--- src/hdl/ssi_params.svh ---
// Constants for the serial target port front end: map, fields, resets
`ifndef SSI_PARAMS_SVH
`define SSI_PARAMS_SVH

// ------------------------------------------------------------
// Register map (printed offsets are word indices)
// ------------------------------------------------------------
`define SSI_BASE_ADDR 32'h0000_0050
`define IDX_FLTR 4'h0
`define IDX_TIMING 4'h1
`define IDX_ADDR 4'h2
`define IDX_SPI 4'h3
`define IDX_GLOBAL 4'h4
`define IDX_PAD_SCL 4'h5
`define IDX_PAD_SDA 4'h6
`define IDX_PAD_SDO 4'h7
`define IDX_PAD_NCS 4'h8
`define IDX_EVENT 4'h9
`define IDX_CRC 4'hA
`define IDX_LOW_SEL 4'hB
`define NUM_CFG 9
`define LAST_CFG 4'h8

// ------------------------------------------------------------
// Reset values and writable masks
// ------------------------------------------------------------
`define RST_FLTR 8'h03
`define RST_TIMING 8'h11
`define RST_ADDR 8'h09
`define RST_SPI 8'h00
`define RST_GLOBAL 8'h06
`define RST_PAD_SCL 8'h16
`define RST_PAD_OTHER 8'h00
`define RST_LOW_SEL 3'h1
`define MASK_FLTR 8'h0F
`define MASK_TIMING 8'hFF
`define MASK_ADDR 8'h7F
`define MASK_SPI 8'h0B
`define MASK_GLOBAL 8'h0F
`define MASK_PAD_SCL 8'h07
`define MASK_PAD_OTHER 8'hFF

// ------------------------------------------------------------
// Field positions
// ------------------------------------------------------------
`define FLTR_LEN_MSB 3
`define FLTR_LEN_LSB 0
`define HOLD_HIGH_MSB 7
`define HOLD_HIGH_LSB 4
`define HOLD_LOW_MSB 3
`define HOLD_LOW_LSB 0
`define ADDR_UPPER_MSB 6
`define ADDR_UPPER_LSB 3
`define MODE_MSB 1
`define MODE_LSB 0
`define ADDR_SIZE_BIT 2
`define CRC_EN_BIT 3
`define MODE_I2C 2'h1

// ------------------------------------------------------------
// Timing
// ------------------------------------------------------------
`define HOLD_UNIT_NS 67
`define HOLD_UNIT_CYCLES 7'h06

`endif

--- src/hdl/ssi_pkg.sv ---
// Types shared by the serial target port front end
`default_nettype none
package ssi_pkg;
  typedef logic [7:0] byte_t;
  typedef enum logic [2:0] {
    ST_IDLE,
    ST_ADDR,
    ST_ADDR_ACK,
    ST_WRITE,
    ST_WRITE_ACK,
    ST_READ,
    ST_READ_ACK,
    ST_WAIT_STOP
  } i2c_state_t;
endpackage
`default_nettype wire

--- src/hdl/i2c_target_front_end.sv ---
// I2C target front end: APB config registers, filters, hold delays
`default_nettype none
`include "ssi_params.svh"

module i2c_target_front_end (
  input wire logic core_clk_i,
  input wire logic reset_i,
  input wire logic psel_i,
  input wire logic penable_i,
  input wire logic pwrite_i,
  input wire logic [31:0] paddr_i,
  input wire logic [31:0] pwdata_i,
  output logic [31:0] prdata_o,
  output logic pready_o,
  output logic pslverr_o,
  input wire logic scl_i,
  input wire logic sda_i,
  output logic sda_o,
  output logic sda_oe_o,
  output ssi_pkg::byte_t rx_data_o,
  output logic rx_valid_o,
  input wire ssi_pkg::byte_t tx_data_i,
  output logic tx_load_o,
  output ssi_pkg::byte_t spi_cfg_o,
  output logic addr_size_o,
  output logic crc_en_o,
  output ssi_pkg::byte_t pad_scl_cfg_o,
  output ssi_pkg::byte_t pad_sda_cfg_o,
  output ssi_pkg::byte_t pad_sdo_cfg_o,
  output ssi_pkg::byte_t pad_ncs_cfg_o
);
  import ssi_pkg::*;

  // ------------------------------------------------------------
  // Register storage
  // ------------------------------------------------------------
  localparam byte_t CFG_RST [0:`NUM_CFG-1] = '{
    `RST_FLTR, `RST_TIMING, `RST_ADDR, `RST_SPI, `RST_GLOBAL,
    `RST_PAD_SCL, `RST_PAD_OTHER, `RST_PAD_OTHER, `RST_PAD_OTHER
  };
  localparam byte_t CFG_MASK [0:`NUM_CFG-1] = '{
    `MASK_FLTR, `MASK_TIMING, `MASK_ADDR, `MASK_SPI, `MASK_GLOBAL,
    `MASK_PAD_SCL, `MASK_PAD_OTHER, `MASK_PAD_OTHER, `MASK_PAD_OTHER
  };

  byte_t cfg_q [0:`NUM_CFG-1];
  logic [2:0] low_sel_q;
  logic [31:0] prdata_q;

  // ------------------------------------------------------------
  // APB decode
  // ------------------------------------------------------------
  wire [31:0] addr_off = paddr_i - `SSI_BASE_ADDR;
  wire [3:0] reg_idx = addr_off[5:2];
  wire in_window = (addr_off[31:6] == 26'h000_0000) &&
                   (addr_off[1:0] == 2'h0);
  wire idx_known = (reg_idx <= `IDX_CRC) || (reg_idx == `IDX_LOW_SEL);
  wire reg_hit = in_window && idx_known;
  wire is_cfg = reg_idx <= `LAST_CFG;
  wire apb_setup = psel_i && !penable_i;
  wire apb_access = psel_i && penable_i;
  wire cfg_write = apb_access && pwrite_i && reg_hit && is_cfg;
  wire low_write = apb_access && pwrite_i && reg_hit &&
                   (reg_idx == `IDX_LOW_SEL);
  wire [7:0] wr_byte = pwdata_i[7:0];

  // ------------------------------------------------------------
  // Configuration fields
  // ------------------------------------------------------------
  wire [3:0] flt_len = cfg_q[`IDX_FLTR][`FLTR_LEN_MSB:`FLTR_LEN_LSB];
  wire [3:0] hold_high =
    cfg_q[`IDX_TIMING][`HOLD_HIGH_MSB:`HOLD_HIGH_LSB];
  wire [3:0] hold_low = cfg_q[`IDX_TIMING][`HOLD_LOW_MSB:`HOLD_LOW_LSB];
  wire [1:0] port_mode = cfg_q[`IDX_GLOBAL][`MODE_MSB:`MODE_LSB];
  wire i2c_on = port_mode == `MODE_I2C;
  wire [6:0] eff_addr = {
    cfg_q[`IDX_ADDR][`ADDR_UPPER_MSB:`ADDR_UPPER_LSB], low_sel_q
  };

  // ------------------------------------------------------------
  // Register write and read capture
  // ------------------------------------------------------------
  // Reserved bits keep their reset pattern; only masked bits take data.
  always_ff @(posedge core_clk_i or posedge reset_i) begin
    if (reset_i) begin
      for (int i = 0; i < `NUM_CFG; i++) begin
        cfg_q[i] <= CFG_RST[i];
      end
      low_sel_q <= `RST_LOW_SEL;
    end else begin
      if (cfg_write) begin
        cfg_q[reg_idx] <= (wr_byte & CFG_MASK[reg_idx]) |
                          (CFG_RST[reg_idx] & ~CFG_MASK[reg_idx]);
      end
      if (low_write) begin
        low_sel_q <= wr_byte[2:0];
      end
    end
  end

  i2c_state_t state_q;
  logic rw_q;
  wire busy = state_q != ST_IDLE;
  wire addressed = busy && (state_q != ST_ADDR) &&
                   (state_q != ST_WAIT_STOP);
  wire [7:0] event_byte = {5'h00, rw_q, addressed, busy};

  logic [7:0] rd_byte;
  always_comb begin
    rd_byte = 8'h00;
    if (is_cfg) begin
      rd_byte = cfg_q[reg_idx];
    end else if (reg_idx == `IDX_EVENT) begin
      rd_byte = event_byte;
    end else if (reg_idx == `IDX_LOW_SEL) begin
      rd_byte = {5'h00, low_sel_q};
    end
  end

  // Read data is latched in the setup phase so it leaves a flop.
  always_ff @(posedge core_clk_i or posedge reset_i) begin
    if (reset_i) begin
      prdata_q <= 32'h0000_0000;
    end else if (apb_setup) begin
      prdata_q <= reg_hit ? {24'h00_0000, rd_byte} : 32'h0000_0000;
    end
  end

  assign prdata_o = prdata_q;
  assign pready_o = 1'b1;
  assign pslverr_o = apb_access && !reg_hit;

  // ------------------------------------------------------------
  // Spike filters
  // ------------------------------------------------------------
  wire [1:0] raw_lines = {scl_i, sda_i};
  wire [1:0] filt_lines;

  genvar g;
  generate
    for (g = 0; g < 2; g++) begin : g_filter
      logic [3:0] run_q;
      logic lvl_q;
      wire [3:0] run_inc = run_q + 4'h1;
      always_ff @(posedge core_clk_i or posedge reset_i) begin
        if (reset_i) begin
          run_q <= 4'h0;
          lvl_q <= 1'b1;
        end else if (flt_len == 4'h0) begin
          run_q <= 4'h0;
          lvl_q <= raw_lines[g];
        end else if (raw_lines[g] == lvl_q) begin
          run_q <= 4'h0;
        end else if (run_inc >= flt_len) begin
          run_q <= 4'h0;
          lvl_q <= raw_lines[g];
        end else begin
          run_q <= run_inc;
        end
      end
      assign filt_lines[g] = lvl_q;
    end
  endgenerate

  wire scl_f = filt_lines[1];
  wire sda_f = filt_lines[0];

  // ------------------------------------------------------------
  // Bus condition detection
  // ------------------------------------------------------------
  logic scl_prev_q;
  logic sda_prev_q;
  always_ff @(posedge core_clk_i or posedge reset_i) begin
    if (reset_i) begin
      scl_prev_q <= 1'b1;
      sda_prev_q <= 1'b1;
    end else begin
      scl_prev_q <= scl_f;
      sda_prev_q <= sda_f;
    end
  end

  wire start_w = scl_f && scl_prev_q && sda_prev_q && !sda_f;
  wire stop_w = scl_f && scl_prev_q && !sda_prev_q && sda_f;
  wire scl_rise = scl_f && !scl_prev_q;
  wire scl_fall = !scl_f && scl_prev_q;

  // ------------------------------------------------------------
  // Target protocol engine
  // ------------------------------------------------------------
  logic [2:0] bit_cnt_q;
  logic [7:0] shift_q;
  logic done_q;
  logic want_rel_q;
  byte_t rx_data_q;
  logic rx_valid_q;
  logic tx_load_q;

  wire [7:0] shift_in = {shift_q[6:0], sda_f};
  wire addr_match = shift_q[7:1] == eff_addr;

  always_ff @(posedge core_clk_i or posedge reset_i) begin
    if (reset_i) begin
      state_q <= ST_IDLE;
      bit_cnt_q <= 3'h0;
      shift_q <= 8'h00;
      done_q <= 1'b0;
      want_rel_q <= 1'b1;
      rw_q <= 1'b0;
      rx_data_q <= 8'h00;
      rx_valid_q <= 1'b0;
      tx_load_q <= 1'b0;
    end else begin
      rx_valid_q <= 1'b0;
      tx_load_q <= 1'b0;
      if (!i2c_on || stop_w) begin
        state_q <= ST_IDLE;
        want_rel_q <= 1'b1;
        done_q <= 1'b0;
      end else if (start_w) begin
        // Repeated start restarts address phase from any state
        state_q <= ST_ADDR;
        bit_cnt_q <= 3'h0;
        want_rel_q <= 1'b1;
        done_q <= 1'b0;
      end else begin
        case (state_q)
          ST_ADDR, ST_WRITE: begin
            if (scl_rise) begin
              shift_q <= shift_in;
              bit_cnt_q <= bit_cnt_q + 3'h1;
              done_q <= bit_cnt_q == 3'h7;
            end else if (scl_fall && done_q) begin
              done_q <= 1'b0;
              if (state_q == ST_WRITE) begin
                rx_data_q <= shift_q;
                rx_valid_q <= 1'b1;
                want_rel_q <= 1'b0;
                state_q <= ST_WRITE_ACK;
              end else if (addr_match) begin
                rw_q <= shift_q[0];
                want_rel_q <= 1'b0;
                state_q <= ST_ADDR_ACK;
              end else begin
                state_q <= ST_WAIT_STOP;
              end
            end
          end
          ST_ADDR_ACK, ST_WRITE_ACK: begin
            if (scl_fall) begin
              bit_cnt_q <= 3'h0;
              if (rw_q) begin
                shift_q <= tx_data_i;
                tx_load_q <= 1'b1;
                want_rel_q <= tx_data_i[7];
                state_q <= ST_READ;
              end else begin
                want_rel_q <= 1'b1;
                state_q <= ST_WRITE;
              end
            end
          end
          ST_READ: begin
            if (scl_fall) begin
              if (bit_cnt_q == 3'h7) begin
                want_rel_q <= 1'b1;
                state_q <= ST_READ_ACK;
              end else begin
                shift_q <= {shift_q[6:0], 1'b0};
                want_rel_q <= shift_q[6];
                bit_cnt_q <= bit_cnt_q + 3'h1;
              end
            end
          end
          ST_READ_ACK: begin
            if (scl_rise) begin
              // A not-acknowledge ends our part of the transfer
              if (sda_f) begin
                state_q <= ST_WAIT_STOP;
              end else begin
                done_q <= 1'b1;
              end
            end else if (scl_fall && done_q) begin
              done_q <= 1'b0;
              bit_cnt_q <= 3'h0;
              shift_q <= tx_data_i;
              tx_load_q <= 1'b1;
              want_rel_q <= tx_data_i[7];
              state_q <= ST_READ;
            end
          end
          ST_IDLE, ST_WAIT_STOP: begin
            want_rel_q <= 1'b1;
          end
          default: begin
            state_q <= ST_IDLE;
          end
        endcase
      end
    end
  end

  // ------------------------------------------------------------
  // Data hold delay
  // ------------------------------------------------------------
  // Pull-up edges are slow, so driven zeros get their own delay.
  logic drive_low_q;
  logic [6:0] hold_cnt_q;
  wire [3:0] hold_units = want_rel_q ? hold_high : hold_low;
  wire [6:0] hold_target = 7'({3'h0, hold_units} * `HOLD_UNIT_CYCLES);
  wire line_matches = drive_low_q != want_rel_q;

  always_ff @(posedge core_clk_i or posedge reset_i) begin
    if (reset_i) begin
      drive_low_q <= 1'b0;
      hold_cnt_q <= 7'h00;
    end else if (line_matches) begin
      hold_cnt_q <= 7'h00;
    end else if (hold_cnt_q >= hold_target) begin
      drive_low_q <= !want_rel_q;
      hold_cnt_q <= 7'h00;
    end else begin
      hold_cnt_q <= hold_cnt_q + 7'h01;
    end
  end

  // ------------------------------------------------------------
  // Outputs
  // ------------------------------------------------------------
  assign sda_o = 1'b0;
  assign sda_oe_o = drive_low_q;
  assign rx_data_o = rx_data_q;
  assign rx_valid_o = rx_valid_q;
  assign tx_load_o = tx_load_q;
  assign spi_cfg_o = cfg_q[`IDX_SPI];
  assign addr_size_o = cfg_q[`IDX_GLOBAL][`ADDR_SIZE_BIT];
  assign crc_en_o = cfg_q[`IDX_GLOBAL][`CRC_EN_BIT];
  assign pad_scl_cfg_o = cfg_q[`IDX_PAD_SCL];
  assign pad_sda_cfg_o = cfg_q[`IDX_PAD_SDA];
  assign pad_sdo_cfg_o = cfg_q[`IDX_PAD_SDO];
  assign pad_ncs_cfg_o = cfg_q[`IDX_PAD_NCS];

endmodule // i2c_target_front_end
`default_nettype wire

--- config.mk ---
export PLATFORM = sky130hd
export DESIGN_NAME = i2c_target_front_end
export DESIGN_NICKNAME = d
export VERILOG_FILES = /design/src/hdl/ssi_pkg.sv /design/src/hdl/i2c_target_front_end.sv
export VERILOG_INCLUDE_DIRS = /design/src /design/src/hdl
export SDC_FILE = /design/constraint.sdc
export NUM_CORES = 1
export LEC_CHECK = 0
export ABC_AREA = 1
export BUFFER_PORTS_ARGS = -buffer_cell sky130_fd_sc_hd__buf_2
export CAP_MARGIN = 0
export CORE_MARGIN = 2
export CORE_UTILIZATION = 57
export DETAILED_ROUTE_END_ITERATION = 12
export PLACE_DENSITY = 0.79
export SYNTH_ARGS = -nofsm -noshare
export SYNTH_HDL_FRONTEND = slang
export SYNTH_SLANG_ARGS = --single-unit
--- constraint.sdc ---
create_clock -name core_clk_i -period 4.3 [get_ports core_clk_i]
set_input_delay 0 -clock core_clk_i [delete_from_list [all_inputs] [get_ports core_clk_i]]
set_output_delay 0 -clock core_clk_i [all_outputs]
set_load 0.05 [all_outputs]
==> insert_results.sql <==
INSERT INTO impl_metrics (metric_group, metric, value, unit) VALUES
('global_route', 'grt_start_max_net_pins', '87', ''),
('routing', 'num_vias', '8200', ''),
('global_route', 'grt_first_pass_wirelength', '38200', 'microns'),
('synthesis', 'synth_cell_types', '52', ''),
('synthesis', 'warnings_from_yosys', '0', ''),
('synthesis', 'syn-cell-area', '8720', 'sq um'),
('cells_and_area', 'final.fill_count', '1323', ''),
('cells_and_area', 'num-nets-final', '1345', ''),
('synthesis', 'synth_top_cells_by_area', 'dfrtp_1 (32%), nand2_1 (14%), nand4_1 (6.0%), buf_4 (5.7%), dfstp_2 (5.1%)', ''),
('floorplanning', 'placeable_core_area', '15100', 'sq um'),
('place', 'placed_area', '9000', 'sq um'),
('run', 'max-cap-violations', '0', ''),
('global_route', 'initial_antenna_violation_count', '0', ''),
('floorplanning', 'num_io_pins', '167', ''),
('floorplanning', 'core.rowCount', '45', ''),
('global_route', 'groute.usage.overall', '29.8', '%'),
('clocking', 'worst_skew_pair.late_latency', '0.42', 'ns'),
('sta', 'slew_violations', '0', ''),
('hold_path', 'worst_hold_path_type', 'primary input to flop', ''),
('synthesis', 'post-synth-top-count-cell', 'nand2_1', ''),
('routing', 'dr.pass1.iters', '5', ''),
('global_route', 'grt_pass1_vias', '7568', ''),
('setup_path', 'critical_path.startpoint_type', 'flop', ''),
('power', 'leakagePower', '5.05', 'nW'),
('place', 'place_worst_setup_slack', '1.14', 'ns'),
('hold_path', 'hold-path-cell-count', '5', ''),
('setup_path', 'reg2reg_depth', '14', ''),
('synthesis', 'synth_sequential_area_ratio', '37.6', '%'),
('setup_path', 'critPathArrivalTime', '3.52', 'ns'),
('routing', 'vias_per_cell', '5.73', ''),
('synthesis', 'synth.cells.most_frequent', 'nand2_1 (332), dfrtp_1 (113), nor2_1 (105)', ''),
('floorplanning', 'die_height', '128', 'microns'),
('clocking', 'htreeDepth', '4', ''),
('sta', 'period_needed', '3.20', 'ns'),
('routing', 'final_antenna_net_count', '0', ''),
('power', 'power.density_cell_area', '312', 'nW/um^2'),
('synthesis', 'synth_enable_flop_cells', '0', ''),
('clocking', 'tritoncts', 'yes', ''),
('power', 'pwr-share-comb', '11.1', '%'),
('cells_and_area', 'stdcell_count', '1432', ''),
('synthesis', 'postSynthAreaPerCell', '7.55', 'sq um'),
('sta', 'setup-tns-final', '0', 'ns'),
('clocking', 'cts_sink_count', '130', ''),
('clocking', 'clk_path_buf_depth', '2', ''),
('setup_path', 'critPathKind', 'flop to flop', ''),
('setup_path', 'crit_path_max_fanout', '9', ''),
('sta', 'fmax', '312', 'MHz'),
('sta', 'final.setup.worst_slack', '1.10', 'ns'),
('run_status', 'outcome', 'completed', ''),
('setup_path', 'timing.critical_path.required', '4.62', 'ns'),
('sta', 'hold_violations', '0', ''),
('power', 'max-vdd-ir-drop', '0.276', 'mV'),
('sta', 'period_share', '74.4', '%'),
('place', 'hpwlAfterDp', '16600', 'microns'),
('synthesis', 'ys_async_sr_fraction', '100', '%'),
('synthesis', 'synth_top_flop_cell', 'dfrtp_1', ''),
('power', 'p_switching', '0.794', 'mW'),
('sta', 'max-slew-margin-rel', '34.5', '%'),
('floorplanning', 'initial_core_utilization', '57.8', '%'),
('place', 'place.port_buffers', '116', ''),
('routing', 'drt-total-wl', '23700', 'microns'),
('cells_and_area', 'synthToLayoutAreaGrowth', '11.9', '%'),
('setup_path', 'critical_path.endpoint_type', 'flop', ''),
('global_route', 'grt_overflow_total', '0', ''),
('place', 'gp_routability_congestion', '0.971', ''),
('synthesis', 'synth_area_leader_cell', 'dfrtp_1', ''),
('clocking', 'cts_resized', '0', ''),
('synthesis', 'number_of_storage_elements_in_the_synthesis_netlist', '130', ''),
('floorplanning', 'dieArea', '16300', 'sq um'),
('power', 'internal_power', '2.25', 'mW'),
('routing', 'wire_per_inst', '16.6', 'microns');
[power groups by stage]
stage                     sequential [mW]  clock (mW)  combinational, mW
final                                1.23        1.48              0.337
after global routing                 1.23        1.55              0.363
after CTS                            1.23        1.49              0.329
after detailed placement             1.25           0              0.317
after global placement               1.25           0              0.316
after floorplan                      1.25           0              0.233
[through the flow]
stage / power (mW) / utilization, %
3_3_place_gp: 1.57 / 59.7
5_1_grt: 3.14 / 64.6
6_report: 3.05 / 64.6
3_5_place_dp: 1.57 / 59.7
4_1_cts: 3.05 / 64.6
2_1_floorplan: 1.48 / -
[cells in the final DEF (no fill, tap or decap), types with 5 or more instances in the layout]
cell type	Yosys	final
nand2_1	332	331
o21ai_0	67	67
clkinv_1	16	16
nor2_1	105	105
dlygate4sd3_1	0	15
o211ai_1	8	8
xor2_1	8	8
nand4_4	7	7
nor3_1	11	11
o2111ai_1	6	6
nor3b_1	5	5
nand3_1	43	43
a21oi_1	27	27
dfrtp_1	113	113
ha_1	33	33
nand4_1	83	83
buf_2	5	116
inv_1	87	86
conb_1	2	26
xnor2_1	14	14
clkbuf_16	0	17
buf_4	66	5
nand3b_1	5	5
dfstp_2	17	17
nand2_2	4	5
nor2_2	7	7
o221ai_1	9	9
o21ai_1	9	9
[cells by family (layout without fill, tap and decap cells)]
logic type | after synthesis | count (layout) | share of synthesized area (%)
buf+inv | 207 | 273 | 12.5
flops | 130 | 130 | 37.6
compound gates | 142 | 142 | 9.68
mux | 2 | 2 | 0.244
xor+xnor | 22 | 22 | 2.21
other cells | 2 | 26 | 0.0862
fa+ha+maj | 34 | 34 | 4.97
simple gates | 615 | 615 | 32.7
[critical path: stages, from the launching register on]
cell and delay (ns):
dfstp_2 0.61, inv_1 0.10, or2_2 0.27, o21ai_0 0.12, inv_1 0.15, ha_1 0.32, a21oi_1 0.14, nor2_1 0.06
nor2_1 0.13, xor2_1 0.16, ha_1 0.26, nand2_1 0.09, o21a_1 0.15, nand4_1 0.28, nor3b_1 0.28
[what timing repair did]
action	CTS	global route
hold endpoints to repair	89	0
hold buffers	15	0
buffers inserted	0	0
[area by class of cell]
class	count	area [sq um]	area share [%]
Timing Repair Buffer	138	808	8.29
Tap cell	188	235	2.41
Multi-Input combinational cell	841	4440	45.5
Clock buffer	21	470	4.82
Inverter	104	393	4.03
Sequential cell	130	3270	33.6
Clock inverter	10	133	1.36
[worst paths after layout]
check	from	endpoint	slack, ns
setup / recovery	want_rel_q	hold_cnt_q[3]	1.10
hold / removal	psel_i	prdata_o[5]	0.03
setup reg to reg	want_rel_q	hold_cnt_q[3]	1.10
hold reg to reg	g_filter[0].lvl_q	sda_prev_q	0.40
max in group asynchronous	reset_i	pad_scl_cfg_o[4]	3.03
min in group asynchronous	reset_i	g_filter[1].run_q[3]	0.23
[metal layers]
layer  GRT usage (%)  share of wire, %  up-vias
met5               0                 0        -
met4            10.9               2.6        0
met3            7.51                10       50
met2            45.0                45      434
met1            41.7                43     3787
li1                -                 -     3929
Power figures use the tool's default switching activity.
